File: src/verilog/bpc_map.vh
`ifndef BPC_MAP_VH
`define BPC_MAP_VH
`define BPC_OFF_DATA      12'h000
`define BPC_OFF_DIR       12'h004
`define BPC_OFF_OPTION    12'h008
`define BPC_OFF_INTCTL    12'h00C
`define BPC_OFF_STATUS    12'h010
`define BPC_OFF_MASK      12'h014
`define BPC_RST_DIR       8'hFF
`define BPC_RST_OPTION    8'hFF
`define BPC_RST_LATCH     8'h00
`define BPC_BIT_PUDIS     7
`define BPC_BIT_CHGFLAG   0
`define BPC_BIT_CHGEN     3
`define BPC_BIT_WAKE      1
`define BPC_STAT_CHG      0
`define BPC_STAT_WAKE     1
`endif

File: src/verilog/bpc_port.v
`timescale 1ns/10ps
`include "bpc_map.vh"
module bpc_port #(
  parameter W = 8
) (
  input  wire          pclk,
  input  wire          presetn,
  input  wire          psel,
  input  wire          penable,
  input  wire          pwrite,
  input  wire [11:0]   paddr,
  input  wire [31:0]   pwdata,
  output reg  [31:0]   prdata,
  output wire          pready,
  output reg           pslverr,
  input  wire [W-1:0]  pin_in,
  output reg  [W-1:0]  pin_out,
  output reg  [W-1:0]  pin_oe,
  output reg  [W-1:0]  pullup_en,
  input  wire          sleep_req,
  output reg           sleeping,
  output reg           wake,
  output reg           irq
);
  // Three-stage pin synchroniser; a change counts once stages two and three agree
  reg  [W-1:0] s1_r;
  reg  [W-1:0] s2_r;
  reg  [W-1:0] s3_r;
  reg  [W-1:0] pins_r;
  reg  [W-1:0] pins_nxt;

  // Software-visible port state
  reg  [W-1:0] latch_r;
  reg  [W-1:0] latch_nxt;
  reg  [W-1:0] dir_r;
  reg  [W-1:0] option_r;
  reg  [W-1:0] mask_r;

  // Change detection and sleep
  reg  [3:0]   snap_r;
  reg          chg_flag_r;
  reg          chg_flag_nxt;
  reg          chg_en_r;
  reg  [1:0]   stat_r;
  reg  [1:0]   stat_nxt;
  reg          sleep_nxt;

  // Bus handshake
  reg          rdy_r;
  reg  [31:0]  rdata_nxt;

  wire         setup_acc;
  wire         acc;
  wire         wr;
  wire         a_dat;
  wire         a_dir;
  wire         a_opt;
  wire         a_ic;
  wire         a_st;
  wire         a_msk;
  wire         hit;
  wire         port_acc;
  wire [W-1:0] agree;
  wire [W-1:0] port_view;
  wire [3:0]   pin_miss;
  wire         mismatch;
  wire         clr_flag;
  wire [1:0]   stat_clr;
  genvar       gi;

  // First access cycle; the answer is prepared here
  assign setup_acc = psel & penable & ~rdy_r;
  // Transfer completes at the edge that samples pready high
  assign acc       = psel & penable & rdy_r;
  assign wr        = acc & pwrite;

  assign a_dat = (paddr == `BPC_OFF_DATA);
  assign a_dir = (paddr == `BPC_OFF_DIR);
  assign a_opt = (paddr == `BPC_OFF_OPTION);
  assign a_ic  = (paddr == `BPC_OFF_INTCTL);
  assign a_st  = (paddr == `BPC_OFF_STATUS);
  assign a_msk = (paddr == `BPC_OFF_MASK);
  assign hit   = a_dat | a_dir | a_opt | a_ic | a_st | a_msk;

  // Reads and writes of the data register both refresh the snapshot
  assign port_acc = acc & a_dat;

  // Stages two and three agree: the new level is trusted
  assign agree = ~(s2_r ^ s3_r);

  // Inputs show the pins, outputs show the latch
  assign port_view = (pins_r & dir_r) | (latch_r & ~dir_r);

  // Per-pin compare of the upper nibble, inputs only
  generate
    for (gi = 0; gi < 4; gi = gi + 1) begin : g_miss
      assign pin_miss[gi] = dir_r[gi+4] & (pins_r[gi+4] ^ snap_r[gi]);
    end
  endgenerate

  assign mismatch = |pin_miss;

  // Flag clears by writing zero to its bit
  assign clr_flag = wr & a_ic & ~pwdata[`BPC_BIT_CHGFLAG];

  // Status bits are write-one-to-clear
  assign stat_clr = {2{wr & a_st}} & pwdata[1:0];

  assign pready = rdy_r;

  always @* begin
    pins_nxt = (s3_r & agree) | (pins_r & ~agree);
  end

  // Full-word writes replace every bit, so the modify step keeps none of the pins
  always @* begin
    latch_nxt = latch_r;
    if (wr && a_dat) begin
      latch_nxt = pwdata[W-1:0];
    end
  end

  // Set wins over clear; a lasting mismatch keeps setting the flag
  always @* begin
    chg_flag_nxt = chg_flag_r;
    if (mismatch) begin
      chg_flag_nxt = 1'b1;
    end else if (clr_flag) begin
      chg_flag_nxt = 1'b0;
    end
  end

  always @* begin
    stat_nxt                 = stat_r;
    stat_nxt[`BPC_STAT_CHG]  = mismatch | (stat_r[`BPC_STAT_CHG] & ~stat_clr[`BPC_STAT_CHG]);
    stat_nxt[`BPC_STAT_WAKE] = (sleeping & mismatch) |
                               (stat_r[`BPC_STAT_WAKE] & ~stat_clr[`BPC_STAT_WAKE]);
  end

  // Wake has priority so a held sleep request cannot swallow it
  always @* begin
    sleep_nxt = sleeping;
    if (sleeping && mismatch) begin
      sleep_nxt = 1'b0;
    end else if (sleep_req) begin
      sleep_nxt = 1'b1;
    end
  end

  always @* begin
    rdata_nxt = 32'h00000000;
    if (a_dat) begin
      rdata_nxt = {24'h000000, port_view};
    end else if (a_dir) begin
      rdata_nxt = {24'h000000, dir_r};
    end else if (a_opt) begin
      rdata_nxt = {24'h000000, option_r};
    end else if (a_ic) begin
      rdata_nxt = {28'h0000000, chg_en_r, 2'b00, chg_flag_r};
    end else if (a_st) begin
      rdata_nxt = {30'h0, stat_r};
    end else if (a_msk) begin
      rdata_nxt = {24'h000000, mask_r};
    end else begin
      rdata_nxt = 32'h00000000;
    end
  end

  // One wait state: pready rises in the second access cycle
  always @(posedge pclk or negedge presetn) begin
    if (!presetn) begin
      rdy_r <= 1'b0;
    end else begin
      rdy_r <= setup_acc;
    end
  end

  always @(posedge pclk or negedge presetn) begin
    if (!presetn) begin
      s1_r <= {W{1'b0}};
      s2_r <= {W{1'b0}};
      s3_r <= {W{1'b0}};
    end else begin
      s1_r <= pin_in;
      s2_r <= s1_r;
      s3_r <= s2_r;
    end
  end

  // Filtered pin levels; a one-cycle glitch never reaches here
  always @(posedge pclk or negedge presetn) begin
    if (!presetn) begin
      pins_r <= {W{1'b0}};
    end else begin
      pins_r <= pins_nxt;
    end
  end

  always @(posedge pclk or negedge presetn) begin
    if (!presetn) begin
      latch_r <= `BPC_RST_LATCH;
    end else begin
      latch_r <= latch_nxt;
    end
  end

  // All pins float after reset
  always @(posedge pclk or negedge presetn) begin
    if (!presetn) begin
      dir_r <= `BPC_RST_DIR;
    end else if (wr && a_dir) begin
      dir_r <= pwdata[W-1:0];
    end
  end

  // Resets to all ones, so the pull-ups start switched off
  always @(posedge pclk or negedge presetn) begin
    if (!presetn) begin
      option_r <= `BPC_RST_OPTION;
    end else if (wr && a_opt) begin
      option_r <= pwdata[W-1:0];
    end
  end

  always @(posedge pclk or negedge presetn) begin
    if (!presetn) begin
      mask_r <= {W{1'b0}};
    end else if (wr && a_msk) begin
      mask_r <= pwdata[W-1:0];
    end
  end

  // Polling the port refreshes this and can hide a change
  always @(posedge pclk or negedge presetn) begin
    if (!presetn) begin
      snap_r <= 4'h0;
    end else if (port_acc) begin
      snap_r <= pins_r[7:4];
    end
  end

  always @(posedge pclk or negedge presetn) begin
    if (!presetn) begin
      chg_en_r <= 1'b0;
    end else if (wr && a_ic) begin
      chg_en_r <= pwdata[`BPC_BIT_CHGEN];
    end
  end

  always @(posedge pclk or negedge presetn) begin
    if (!presetn) begin
      chg_flag_r <= 1'b0;
    end else begin
      chg_flag_r <= chg_flag_nxt;
    end
  end

  always @(posedge pclk or negedge presetn) begin
    if (!presetn) begin
      stat_r <= 2'b00;
    end else begin
      stat_r <= stat_nxt;
    end
  end

  always @(posedge pclk or negedge presetn) begin
    if (!presetn) begin
      sleeping <= 1'b0;
    end else begin
      sleeping <= sleep_nxt;
    end
  end

  // One-cycle pulse on the edge that ends sleep
  always @(posedge pclk or negedge presetn) begin
    if (!presetn) begin
      wake <= 1'b0;
    end else begin
      wake <= sleeping & mismatch;
    end
  end

  always @(posedge pclk or negedge presetn) begin
    if (!presetn) begin
      pin_out <= `BPC_RST_LATCH;
    end else begin
      pin_out <= latch_r;
    end
  end

  // Enable is high while the pin is driven
  always @(posedge pclk or negedge presetn) begin
    if (!presetn) begin
      pin_oe <= {W{1'b0}};
    end else begin
      pin_oe <= ~dir_r;
    end
  end

  // Output pins never see the pull-up, whatever the option bit says
  always @(posedge pclk or negedge presetn) begin
    if (!presetn) begin
      pullup_en <= {W{1'b0}};
    end else begin
      pullup_en <= dir_r & {W{~option_r[`BPC_BIT_PUDIS]}};
    end
  end

  always @(posedge pclk or negedge presetn) begin
    if (!presetn) begin
      irq <= 1'b0;
    end else begin
      irq <= (chg_flag_r & chg_en_r) | (|(stat_r & mask_r[1:0]));
    end
  end

  // Read data is loaded once and stands with pready
  always @(posedge pclk or negedge presetn) begin
    if (!presetn) begin
      prdata <= 32'h00000000;
    end else if (setup_acc && !pwrite) begin
      prdata <= rdata_nxt;
    end
  end

  // Unmapped offsets answer with an error; their writes are dropped
  always @(posedge pclk or negedge presetn) begin
    if (!presetn) begin
      pslverr <= 1'b0;
    end else begin
      pslverr <= setup_acc & ~hit;
    end
  end

endmodule

File: config.mk
export PLATFORM = sky130hd
export DESIGN_NAME = bpc_port
export DESIGN_NICKNAME = d
export VERILOG_FILES = /design/src/verilog/bpc_port.v
export VERILOG_INCLUDE_DIRS = /design/src /design/src/verilog
export SDC_FILE = /design/constraint.sdc
export NUM_CORES = 1
export LEC_CHECK = 0
export ABC_AREA = 1
export BUFFER_PORTS_ARGS = -buffer_cell sky130_fd_sc_hd__clkbuf_2
export CORE_MARGIN = 2
export CORE_UTILIZATION = 47
export DETAILED_ROUTE_END_ITERATION = 8
export GPL_ROUTABILITY_DRIVEN = 0
export HOLD_SLACK_MARGIN = 0.12
export PLACE_DENSITY = 0.8
export SETUP_SLACK_MARGIN = 0.2
export SYNTH_ARGS = -nofsm -noshare
export SYNTH_HDL_FRONTEND = slang
export SYNTH_SLANG_ARGS = --single-unit
export TNS_END_PERCENT = 10
File: constraint.sdc
create_clock -name pclk -period 1.4 [get_ports pclk]
set_input_delay 0.14 -clock pclk [delete_from_list [all_inputs] [get_ports pclk]]
set_output_delay 0.14 -clock pclk [all_outputs]
set_load 0.01 [all_outputs]
==> results of run 1 <==
[critical path, stage by stage, from the launching register on]
cell	delay, ns
sky130_fd_sc_hd__dfrtp_1	0.42
sky130_fd_sc_hd__nand3_4	0.12
sky130_fd_sc_hd__nor2_4	0.25
sky130_fd_sc_hd__buf_6	0.15
sky130_fd_sc_hd__nand3_4	0.16
sky130_fd_sc_hd__o21ai_2	0.18
[flip-flops by register name, summed over array words and instances (netlist names), 2 cells and up, named ones only]
register and count:
s2_r 8, stat_r 2, pin_out 8, dir_r 8
s1_r 8, prdata 8, snap_r 4, mask_r 8
s3_r 8, pin_oe 8, latch_r 8, option_r 8
pullup_en 8
[metal layers]
layer / vias to the layer above / share of wire [%]
li1: 1585 / -
met2: 130 / 52
met3: 16 / 7.2
met4: 0 / 1.9
met5: - / 0
met1: 1653 / 39
[how the worst max path moves through the flow]
stage                                   end  slack (ns)  depth (start not counted)
floorplan             mask_r[3]$_DFFE_PN0P_        0.12                          6
global placement      mask_r[5]$_DFFE_PN0P_       0.001                          5
detailed placement  option_r[4]$_DFFE_PN1P_       -0.02                          5
CTS                   mask_r[1]$_DFFE_PN0P_        0.06                          5
global route          mask_r[3]$_DFFE_PN0P_       -0.04                          5
finish                mask_r[3]$_DFFE_PN0P_        0.04                          5
[kinds of logic (layout without fill, tap and decap cells)]
kind of cell               Yosys count  after routing  synth area share, %
xor gates and xnor gates             3              3                0.581
adders and majority gates            8              8                 1.77
AOI/OAI and AO/OA                   59             59                 8.77
and+or+nand+nor                    178            181                 18.8
buffers and inverters               78            171                 9.24
DFF                                109            109                 60.7
other                                1             24               0.0829
[synthesized netlist by cell type, types with 3 or more instances]
cell type                  n  share of area, %
sky130_fd_sc_hd__nand2_1  98               8.1
sky130_fd_sc_hd__dfrtp_1  93                51
sky130_fd_sc_hd__inv_1    44               3.7
sky130_fd_sc_hd__buf_4    25               4.1
sky130_fd_sc_hd__nor2_1   25               2.1
sky130_fd_sc_hd__o21ai_2  25               4.8
sky130_fd_sc_hd__nand3_1  22               2.4
sky130_fd_sc_hd__o21ai_0  21               2.3
sky130_fd_sc_hd__dfstp_2  16               9.3
sky130_fd_sc_hd__maj3_1    8               1.8
sky130_fd_sc_hd__a21oi_1   5              0.55
sky130_fd_sc_hd__nand2_2   5              0.69
sky130_fd_sc_hd__nand4_1   5              0.69
sky130_fd_sc_hd__nor2_2    5              0.69
sky130_fd_sc_hd__nor2_4    5               1.2
sky130_fd_sc_hd__o21ai_1   5              0.55
sky130_fd_sc_hd__buf_6     4               1.0
sky130_fd_sc_hd__inv_2     3              0.25
sky130_fd_sc_hd__nand2_4   3              0.75
sky130_fd_sc_hd__xnor2_1   3              0.58
[final cells by class]
cell class | instances | area [um2] | area share (%)
timing repair buffer | 109 | 781 | 13.6
inverter | 47 | 176 | 3.07
multi-input combinational | 275 | 1700 | 29.7
sequential | 109 | 2750 | 47.9
clock buffer | 12 | 145 | 2.53
clock inverter | 3 | 23.8 | 0.414
tap | 129 | 161 | 2.81
[power breakdown]
group,switching [mW],internal (mW)
sequential,0.0514,3.22
combinational,0.237,0.155
clock,0.993,0.692
[what timing repair did]
action / CTS / global route
gates resized for setup: 7 / 62
pin swaps: 3 / 46
cloned: 2 / 1
hold endpoints to repair: 143 / 0
hold buffers: 18 / 0
setup endpoints to repair: 38 / 48
buffers inserted: 3 / 1
==> results_tabular.tex, run 1 <==
\begin{tabular}{lr}
\hline
Metric & Value \\
\hline
\multicolumn{2}{l}{\textbf{Cells and area}} \\
\quad Layout-stage area growth over the synthesis result & 26.8\% \\
\quad Cell area after layout & 0.00574 mm2 \\
\quad Fraction of layout instances using a drive strength above 1 & 38.0\% \\
\quad Leading cell type in the layout, fill and taps excluded & sky130\_fd\_sc\_hd\_\_dfrtp\_1 \\
\quad Post-Route Utilization & 61.8\% \\
\quad Final-stage net count & 609 \\
\quad Top library cells by usage in the layout, fill and taps aside & sky130\_fd\_sc\_hd\_\_dfrtp\_1 (93), sky130\_fd\_sc\_hd\_\_nand2\_1 (81), sky130\_fd\_sc\_hd\_\_clkbuf\_2 (67) \\
\quad Fill cell instance count of the final layout & 742 \\
\quad Post-route non-filler standard cell count & 684 \\
\quad Antenna diodes & 0 \\
\multicolumn{2}{l}{\textbf{Critical path}} \\
\quad Kind of launch point of the worst setup path & flip-flop \\
\quad Crit Path Class & reg2reg \\
\quad Number of cells on the worst reg-to-reg path & 5 \\
\quad Worst endpoint data arrival time & 1.64 ns \\
\quad FF-to-FF setup slack & 0.04 ns \\
\quad Launch point of the worst path & pready\$\_DFF\_PN0\_ \\
\quad Critical path fanouts, max & 8 \\
\quad Data required time at the worst endpoint & 1.69 ns \\
\quad Crit. End Element & flip-flop \\
\quad Reg-to-Reg Start & pready\$\_DFF\_PN0\_ \\
\quad Reg-to-reg endpoint & mask\_r[3]\$\_DFFE\_PN0P\_ \\
\multicolumn{2}{l}{\textbf{Global route}} \\
\quad Maximum number of pins on one net before global-route repair & 65 \\
\quad Met1 usage in global routing & 24.0\% \\
\quad Overflow left after global routing & 0 \\
\quad Total routing usage reported by global routing & 19.6\% \\
\quad Via count of the first global-routing pass & 3,326 \\
\quad Global-route wire length before repair & 15,600 um \\
\quad Met3 GRT Util & 5.75\% \\
\quad Initial antenna violation count & 0 \\
\quad GRT Max-Usage Layer & met2 \\
\quad GRT met2 Usage & 33.3\% \\
\multicolumn{2}{l}{\textbf{Timing}} \\
\quad Time the worst path needs with I/O delays and setup & 1.36 ns \\
\quad Number of pins exceeding their max-slew limit in the final report & 0 \\
\quad Setup TNS & 0 ns \\
\quad Post-Route Hold Slack & 0.119 ns \\
\quad Final WS setup & 0.0427 ns \\
\quad Highest attainable clock frequency & 737 MHz \\
\quad Share of the clock period used by the worst path after layout & 96.9\% \\
\quad Unrepaired setup endpoints after global routing & yes \\
\quad Final worst clock skew & 0.0113 ns \\
\quad Final hold vios & 0 \\
\quad Final setup violation count & 0 \\
\multicolumn{2}{l}{\textbf{Logic synthesis}} \\
\quad Count of flip-flops with a built-in enable after synthesis & 0 \\
\quad Flip-flop cell with the highest count after synthesis & sky130\_fd\_sc\_hd\_\_dfrtp\_1 \\
\quad Distinct cell type count of the synthesized netlist & 32 \\
\quad Sequential share of the synthesized area & 60.7\% \\
\quad Mapped Avg Cell Area & 10.4 um2 \\
\quad Syn Inst Count & 436 \\
\quad Cell area after technology mapping & 0.00452 mm2 \\
\quad Share of synthesized registers carrying an async set or reset & 100\% \\
\quad \#FFs+latches synth & 109 \\
\quad Warnings, synthesis & 0 \\
\multicolumn{2}{l}{\textbf{Job}} \\
\quad Max-Cap Viols & 0 \\
\multicolumn{2}{l}{\textbf{Clock tree}} \\
\quad H-tree levels & 3 \\
\quad Total clock sinks & 109 \\
\quad Clock tree from TritonCTS & done \\
\quad Number of buffers added by the clock tree synthesis step & 9 \\
\quad Root buffer cell & sky130\_fd\_sc\_hd\_\_clkbuf\_8 \\
\quad Number of buffers on the longest clock path & 2 \\
\quad Worst-Skew Late Latency & 0.36 ns \\
\quad CTS clk-pin slew, worst paths & 0.10 ns \\
\multicolumn{2}{l}{\textbf{Pwr}} \\
\quad Post-route total power & 5.35 mW \\
\quad Static Leak & 2.66 nW \\
\quad Worst vdd rail ir drop & 0.688 mV \\
\quad Pwr Density & 932 mW/mm2 \\
\multicolumn{2}{l}{\textbf{Worst hold path}} \\
\quad Worst hold path endpoint & prdata[0]\$\_DFFE\_PN0P\_ \\
\quad Startpoint of the tightest hold check path & pwrite \\
\quad Kind of path behind the tightest hold check & in2reg \\
\quad Hold depth & 4 \\
\multicolumn{2}{l}{\textbf{Die}} \\
\quad Die height & 102 um \\
\quad Number of placement rows & 35 \\
\quad Overall die area & 0.0104 mm2 \\
\quad Width of the die & 102 um \\
\quad Area inside the core boundary & 0.00928 mm2 \\
\quad Starting density of the core & 48.7\% \\
\quad Count of pins on the block boundary & 119 \\
\multicolumn{2}{l}{\textbf{Drt}} \\
\quad Wire length after detailed routing & 10,000 um \\
\quad Router iterations before antenna repair & 4 \\
\quad Vias per inst & 4.95 \\
\quad Overall via count from detail\_route & 3,384 \\
\quad DRC violation total after the first TritonRoute iteration & 141 \\
\quad DRC violations left & 0 \\
\quad Remaining antenna violation count & 0 \\
\quad Per-cell routed wire length & 14.7 um \\
\multicolumn{2}{l}{\textbf{Placement}} \\
\quad Total cell area at the placement stage & 0.00508 mm2 \\
\quad Estimated wirelength of the detail-placed design & 6610 um \\
\quad Worst slack at placement & -0.0151 ns \\
\quad Input/output buffers & 70 \\
\quad Placed Cells incl. Taps & 644 \\
\multicolumn{2}{l}{\textbf{Outcome}} \\
\quad Run status & finished, final reports clean \\
\hline
\end{tabular}
No activity file was read; power rests on OpenSTA's default activity.
==> run 2: changes to the inputs <==
--- a/config.mk
+++ b/config.mk
@@ -8,10 +8,11 @@
 export LEC_CHECK = 0
 export ABC_AREA = 1
 export BUFFER_PORTS_ARGS = -buffer_cell sky130_fd_sc_hd__clkbuf_2
-export CORE_MARGIN = 2
+export CORE_MARGIN = 4
 export CORE_UTILIZATION = 47
 export DETAILED_ROUTE_END_ITERATION = 8
 export GPL_ROUTABILITY_DRIVEN = 0
+export GPL_TIMING_DRIVEN = 0
 export HOLD_SLACK_MARGIN = 0.12
 export PLACE_DENSITY = 0.8
 export SETUP_SLACK_MARGIN = 0.2
==> results_tabular.tex, run 2 (same netlist as run 1, synthesis figures left out) <==
\begin{tabular}{lr}
\hline
Metric & Value \\
\hline
\multicolumn{2}{l}{\textbf{Cells and area}} \\
\quad Fraction of layout instances using a drive strength above 1 & 37.4\% (-0.58 points) \\
\quad Layout-stage area growth over the synthesis result & 26.3\% \\
\quad Top library cells by usage in the layout, fill and taps aside & sky130\_fd\_sc\_hd\_\_dfrtp\_1 (93), sky130\_fd\_sc\_hd\_\_nand2\_1 (88), sky130\_fd\_sc\_hd\_\_clkbuf\_2 (69) \\
\quad Antenna diodes & 0 (unchanged) \\
\quad Final-stage net count & 622 (+2.1\%) \\
\quad Post-Route Utilization & 61.5\% (-0.27 points) \\
\quad Leading cell type in the layout, fill and taps excluded & sky130\_fd\_sc\_hd\_\_dfrtp\_1 \\
\quad Cell area after layout & 0.00571 mm2 (-0.44\%) \\
\quad FF+latch area & 0.00275 mm2 (unchanged) \\
\quad Fill cell instance count of the final layout & 770 (+3.8\%) \\
\quad Multi-input logic area & 0.00156 mm2 (-8.4\%) \\
\multicolumn{2}{l}{\textbf{Die}} \\
\quad Number of placement rows & 35 (unchanged) \\
\quad Width of the die & 106 um (+3.9\%) \\
\quad Count of pins on the block boundary & 119 (unchanged) \\
\quad Overall die area & 0.0113 mm2 (+8.0\%) \\
\quad Area inside the core boundary & 0.00928 mm2 (unchanged) \\
\quad Starting density of the core & 48.7\% (unchanged) \\
\quad Die height & 106 um (+3.9\%) \\
\multicolumn{2}{l}{\textbf{Critical path}} \\
\quad Kind of launch point of the worst setup path & flip-flop \\
\quad Launch point of the worst path & pready\$\_DFF\_PN0\_ \\
\quad FF-to-FF setup slack & 0.08 ns (+0.03 ns) \\
\quad Reg-to-reg endpoint & option\_r[6]\$\_DFFE\_PN1P\_ \\
\quad Worst endpoint data arrival time & 1.62 ns (-0.02 ns) \\
\quad Data required time at the worst endpoint & 1.70 ns (about the same) \\
\quad Capture point of the critical path & option\_r[6]\$\_DFFE\_PN1P\_ \\
\quad Reg-to-Reg Start & pready\$\_DFF\_PN0\_ \\
\quad Critical path fanouts, max & 10 (+2) \\
\quad Number of cells on the worst reg-to-reg path & 6 (+1) \\
\quad Crit Path Class & reg2reg \\
\quad Crit. End Element & flip-flop \\
\multicolumn{2}{l}{\textbf{Timing}} \\
\quad Final worst clock skew & 0.0138 ns (+0.00243 ns) \\
\quad Transition at the pin with the smallest max-transition slack & 0.770 ns \\
\quad Time the worst path needs with I/O delays and setup & 1.32 ns (-0.0330 ns) \\
\quad Unrepaired setup endpoints after global routing & yes \\
\quad Highest attainable clock frequency & 755 MHz (+2.5\%) \\
\quad Final hold vios & 46 (+46) \\
\quad Post-Route Hold Slack & -0.142 ns (-0.261 ns) \\
\quad Share of the clock period used by the worst path after layout & 94.6\% (-2.4 points) \\
\quad Worst relative slew slack & 48.7\% \\
\quad Number of pins exceeding their max-slew limit in the final report & 0 (unchanged) \\
\quad Final setup violation count & 0 (unchanged) \\
\multicolumn{2}{l}{\textbf{Pwr}} \\
\quad Pwr Density & 962 mW/mm2 (+3.1\%) \\
\quad Worst vdd rail ir drop & 0.789 mV (+15\%) \\
\quad Post-route total power & 5.49 mW (+2.7\%) \\
\quad Static Leak & 2.77 nW (+3.9\%) \\
\multicolumn{2}{l}{\textbf{Global route}} \\
\quad Overflow left after global routing & 0 (unchanged) \\
\quad Via count of the first global-routing pass & 3,354 (+0.84\%) \\
\quad Maximum number of pins on one net before global-route repair & 56 (-14\%) \\
\quad Initial antenna violation count & 0 (unchanged) \\
\quad Total routing usage reported by global routing & 17.6\% (-2.0 points) \\
\quad Global-route wire length before repair & 15,800 um (+1.5\%) \\
\multicolumn{2}{l}{\textbf{Drt}} \\
\quad Per-cell routed wire length & 13.8 um (-5.9\%) \\
\quad DRC violation total after the first TritonRoute iteration & 229 (+62\%) \\
\quad Remaining antenna violation count & 0 (unchanged) \\
\quad Router iterations before antenna repair & 4 (unchanged) \\
\quad Overall via count from detail\_route & 3,377 (-0.21\%) \\
\quad Wire length after detailed routing & 9640 um (-4.0\%) \\
\quad Vias per inst & 4.84 (-2.2\%) \\
\quad DRC violations left & 0 (unchanged) \\
\multicolumn{2}{l}{\textbf{Clock tree}} \\
\quad Worst-Skew Late Latency & 0.37 ns (about the same) \\
\quad Root buffer cell & sky130\_fd\_sc\_hd\_\_clkbuf\_8 \\
\quad Hold\_buf cts & 16 (-2) \\
\quad Clock tree from TritonCTS & done \\
\quad H-tree levels & 3 (unchanged) \\
\quad Number of buffers on the longest clock path & 2 (unchanged) \\
\quad Number of buffers added by the clock tree synthesis step & 9 (unchanged) \\
\quad CTS clk-pin slew, worst paths & 0.10 ns (about the same) \\
\quad Total clock sinks & 109 (unchanged) \\
\multicolumn{2}{l}{\textbf{Placement}} \\
\quad Estimated wirelength of the detail-placed design & 6900 um (+4.5\%) \\
\quad Total cell area at the placement stage & 0.00518 mm2 (+1.9\%) \\
\quad Input/output buffers & 70 (unchanged) \\
\multicolumn{2}{l}{\textbf{Outcome}} \\
\quad Run status & finished with violations \\
\quad Violated checks & negative hold slack \\
\multicolumn{2}{l}{\textbf{Worst hold path}} \\
\quad Kind of path behind the tightest hold check & in2async \\
\multicolumn{2}{l}{\textbf{Job}} \\
\quad Max-Cap Viols & 0 (unchanged) \\
\hline
\end{tabular}
## run 2: cell types whose count changed in the layout (fill, tap and decap cells not counted), moves of 3 or more
cell                      before  now
sky130_fd_sc_hd__buf_6         6    3
sky130_fd_sc_hd__buf_4        13   32
sky130_fd_sc_hd__nand2_1      81   88
sky130_fd_sc_hd__o21ai_0      10   14
sky130_fd_sc_hd__nand2_2      13   10
sky130_fd_sc_hd__nand2_8       4    0
sky130_fd_sc_hd__nor2_2        8    5
sky130_fd_sc_hd__nor2_1       20   23
sky130_fd_sc_hd__o21ai_1      14   10
## run 2: final cells by class
| class | count | share of cell area (%) |
|---|---|---|
| Multi-Input combinational cell | 272 | 27.3 |
| Buffer | 30 | 4.58 |
| Tap cell | 129 | 2.83 |
| Inverter | 47 | 3.09 |
| Clock buffer | 10 | 2.23 |
| Sequential cell | 109 | 48.1 |
| Timing Repair Buffer | 95 | 10.7 |
| Clock inverter | 6 | 1.14 |
## run 2: worst max-delay path, cell delays in order, from the launching register on
cell and delay (ns):
sky130_fd_sc_hd__dfrtp_1 0.42, sky130_fd_sc_hd__nand3_4 0.13, sky130_fd_sc_hd__nor2_4 0.22, sky130_fd_sc_hd__nand2_2 0.15
sky130_fd_sc_hd__buf_6 0.20, sky130_fd_sc_hd__nand2_1 0.08, sky130_fd_sc_hd__o21ai_2 0.06
## run 2: worst min path at each step
stage                             end  startpoint  cells after the start
floorplan                   async pin     presetn                      0
global placement    s1_r[6]$_DFF_PN0_   pin_in[6]                      1
detailed placement  s1_r[4]$_DFF_PN0_   pin_in[4]                      1
CTS                 s1_r[4]$_DFF_PN0_     presetn                      1
global route        s2_r[2]$_DFF_PN0_     presetn                      1
finish              s2_r[2]$_DFF_PN0_     presetn                      1
## run 2: per-stage QoR
stage	setup slack [ns]	cells	TNS, ns
6_report	0.0757	698	0
5_1_grt	-0.0199	698	-0.0794
4_1_cts	0.0780	697	0
3_5_place_dp	-0.163	659	-2.25
3_3_place_gp	-1.18	658	-120.21
2_1_floorplan	0.117	459	0
## run 2: where the power goes
part	switching, mW	leakage [nW]	internal [mW]	total [mW]
clock network	1.11	0.0981	0.705	1.82
logic	0.234	1.43	0.176	0.410
registers	0.0470	1.24	3.22	3.27
## run 2: timing repair
| item | CTS | global route |
|---|---|---|
| buffers inserted | 7 | 1 |
| resized for setup | 6 | 33 |
| gates cloned | 0 | 0 |
| pin swaps | 4 | 15 |
| endpoints found under the hold margin | 79 | 51 |
| setup endpoints to repair | 58 | 50 |
## run 2: layer usage
| layer | GRT usage, % | share of wire [%] | vias up |
|---|---|---|---|
| li1 | - | - | 1601 |
| met1 | 23.2 | 42 | 1651 |
| met2 | 29.7 | 51 | 116 |
| met3 | 3.76 | 6.3 | 9 |
| met4 | 4.44 | 1.1 | 0 |
| met5 | 0 | 0 | - |
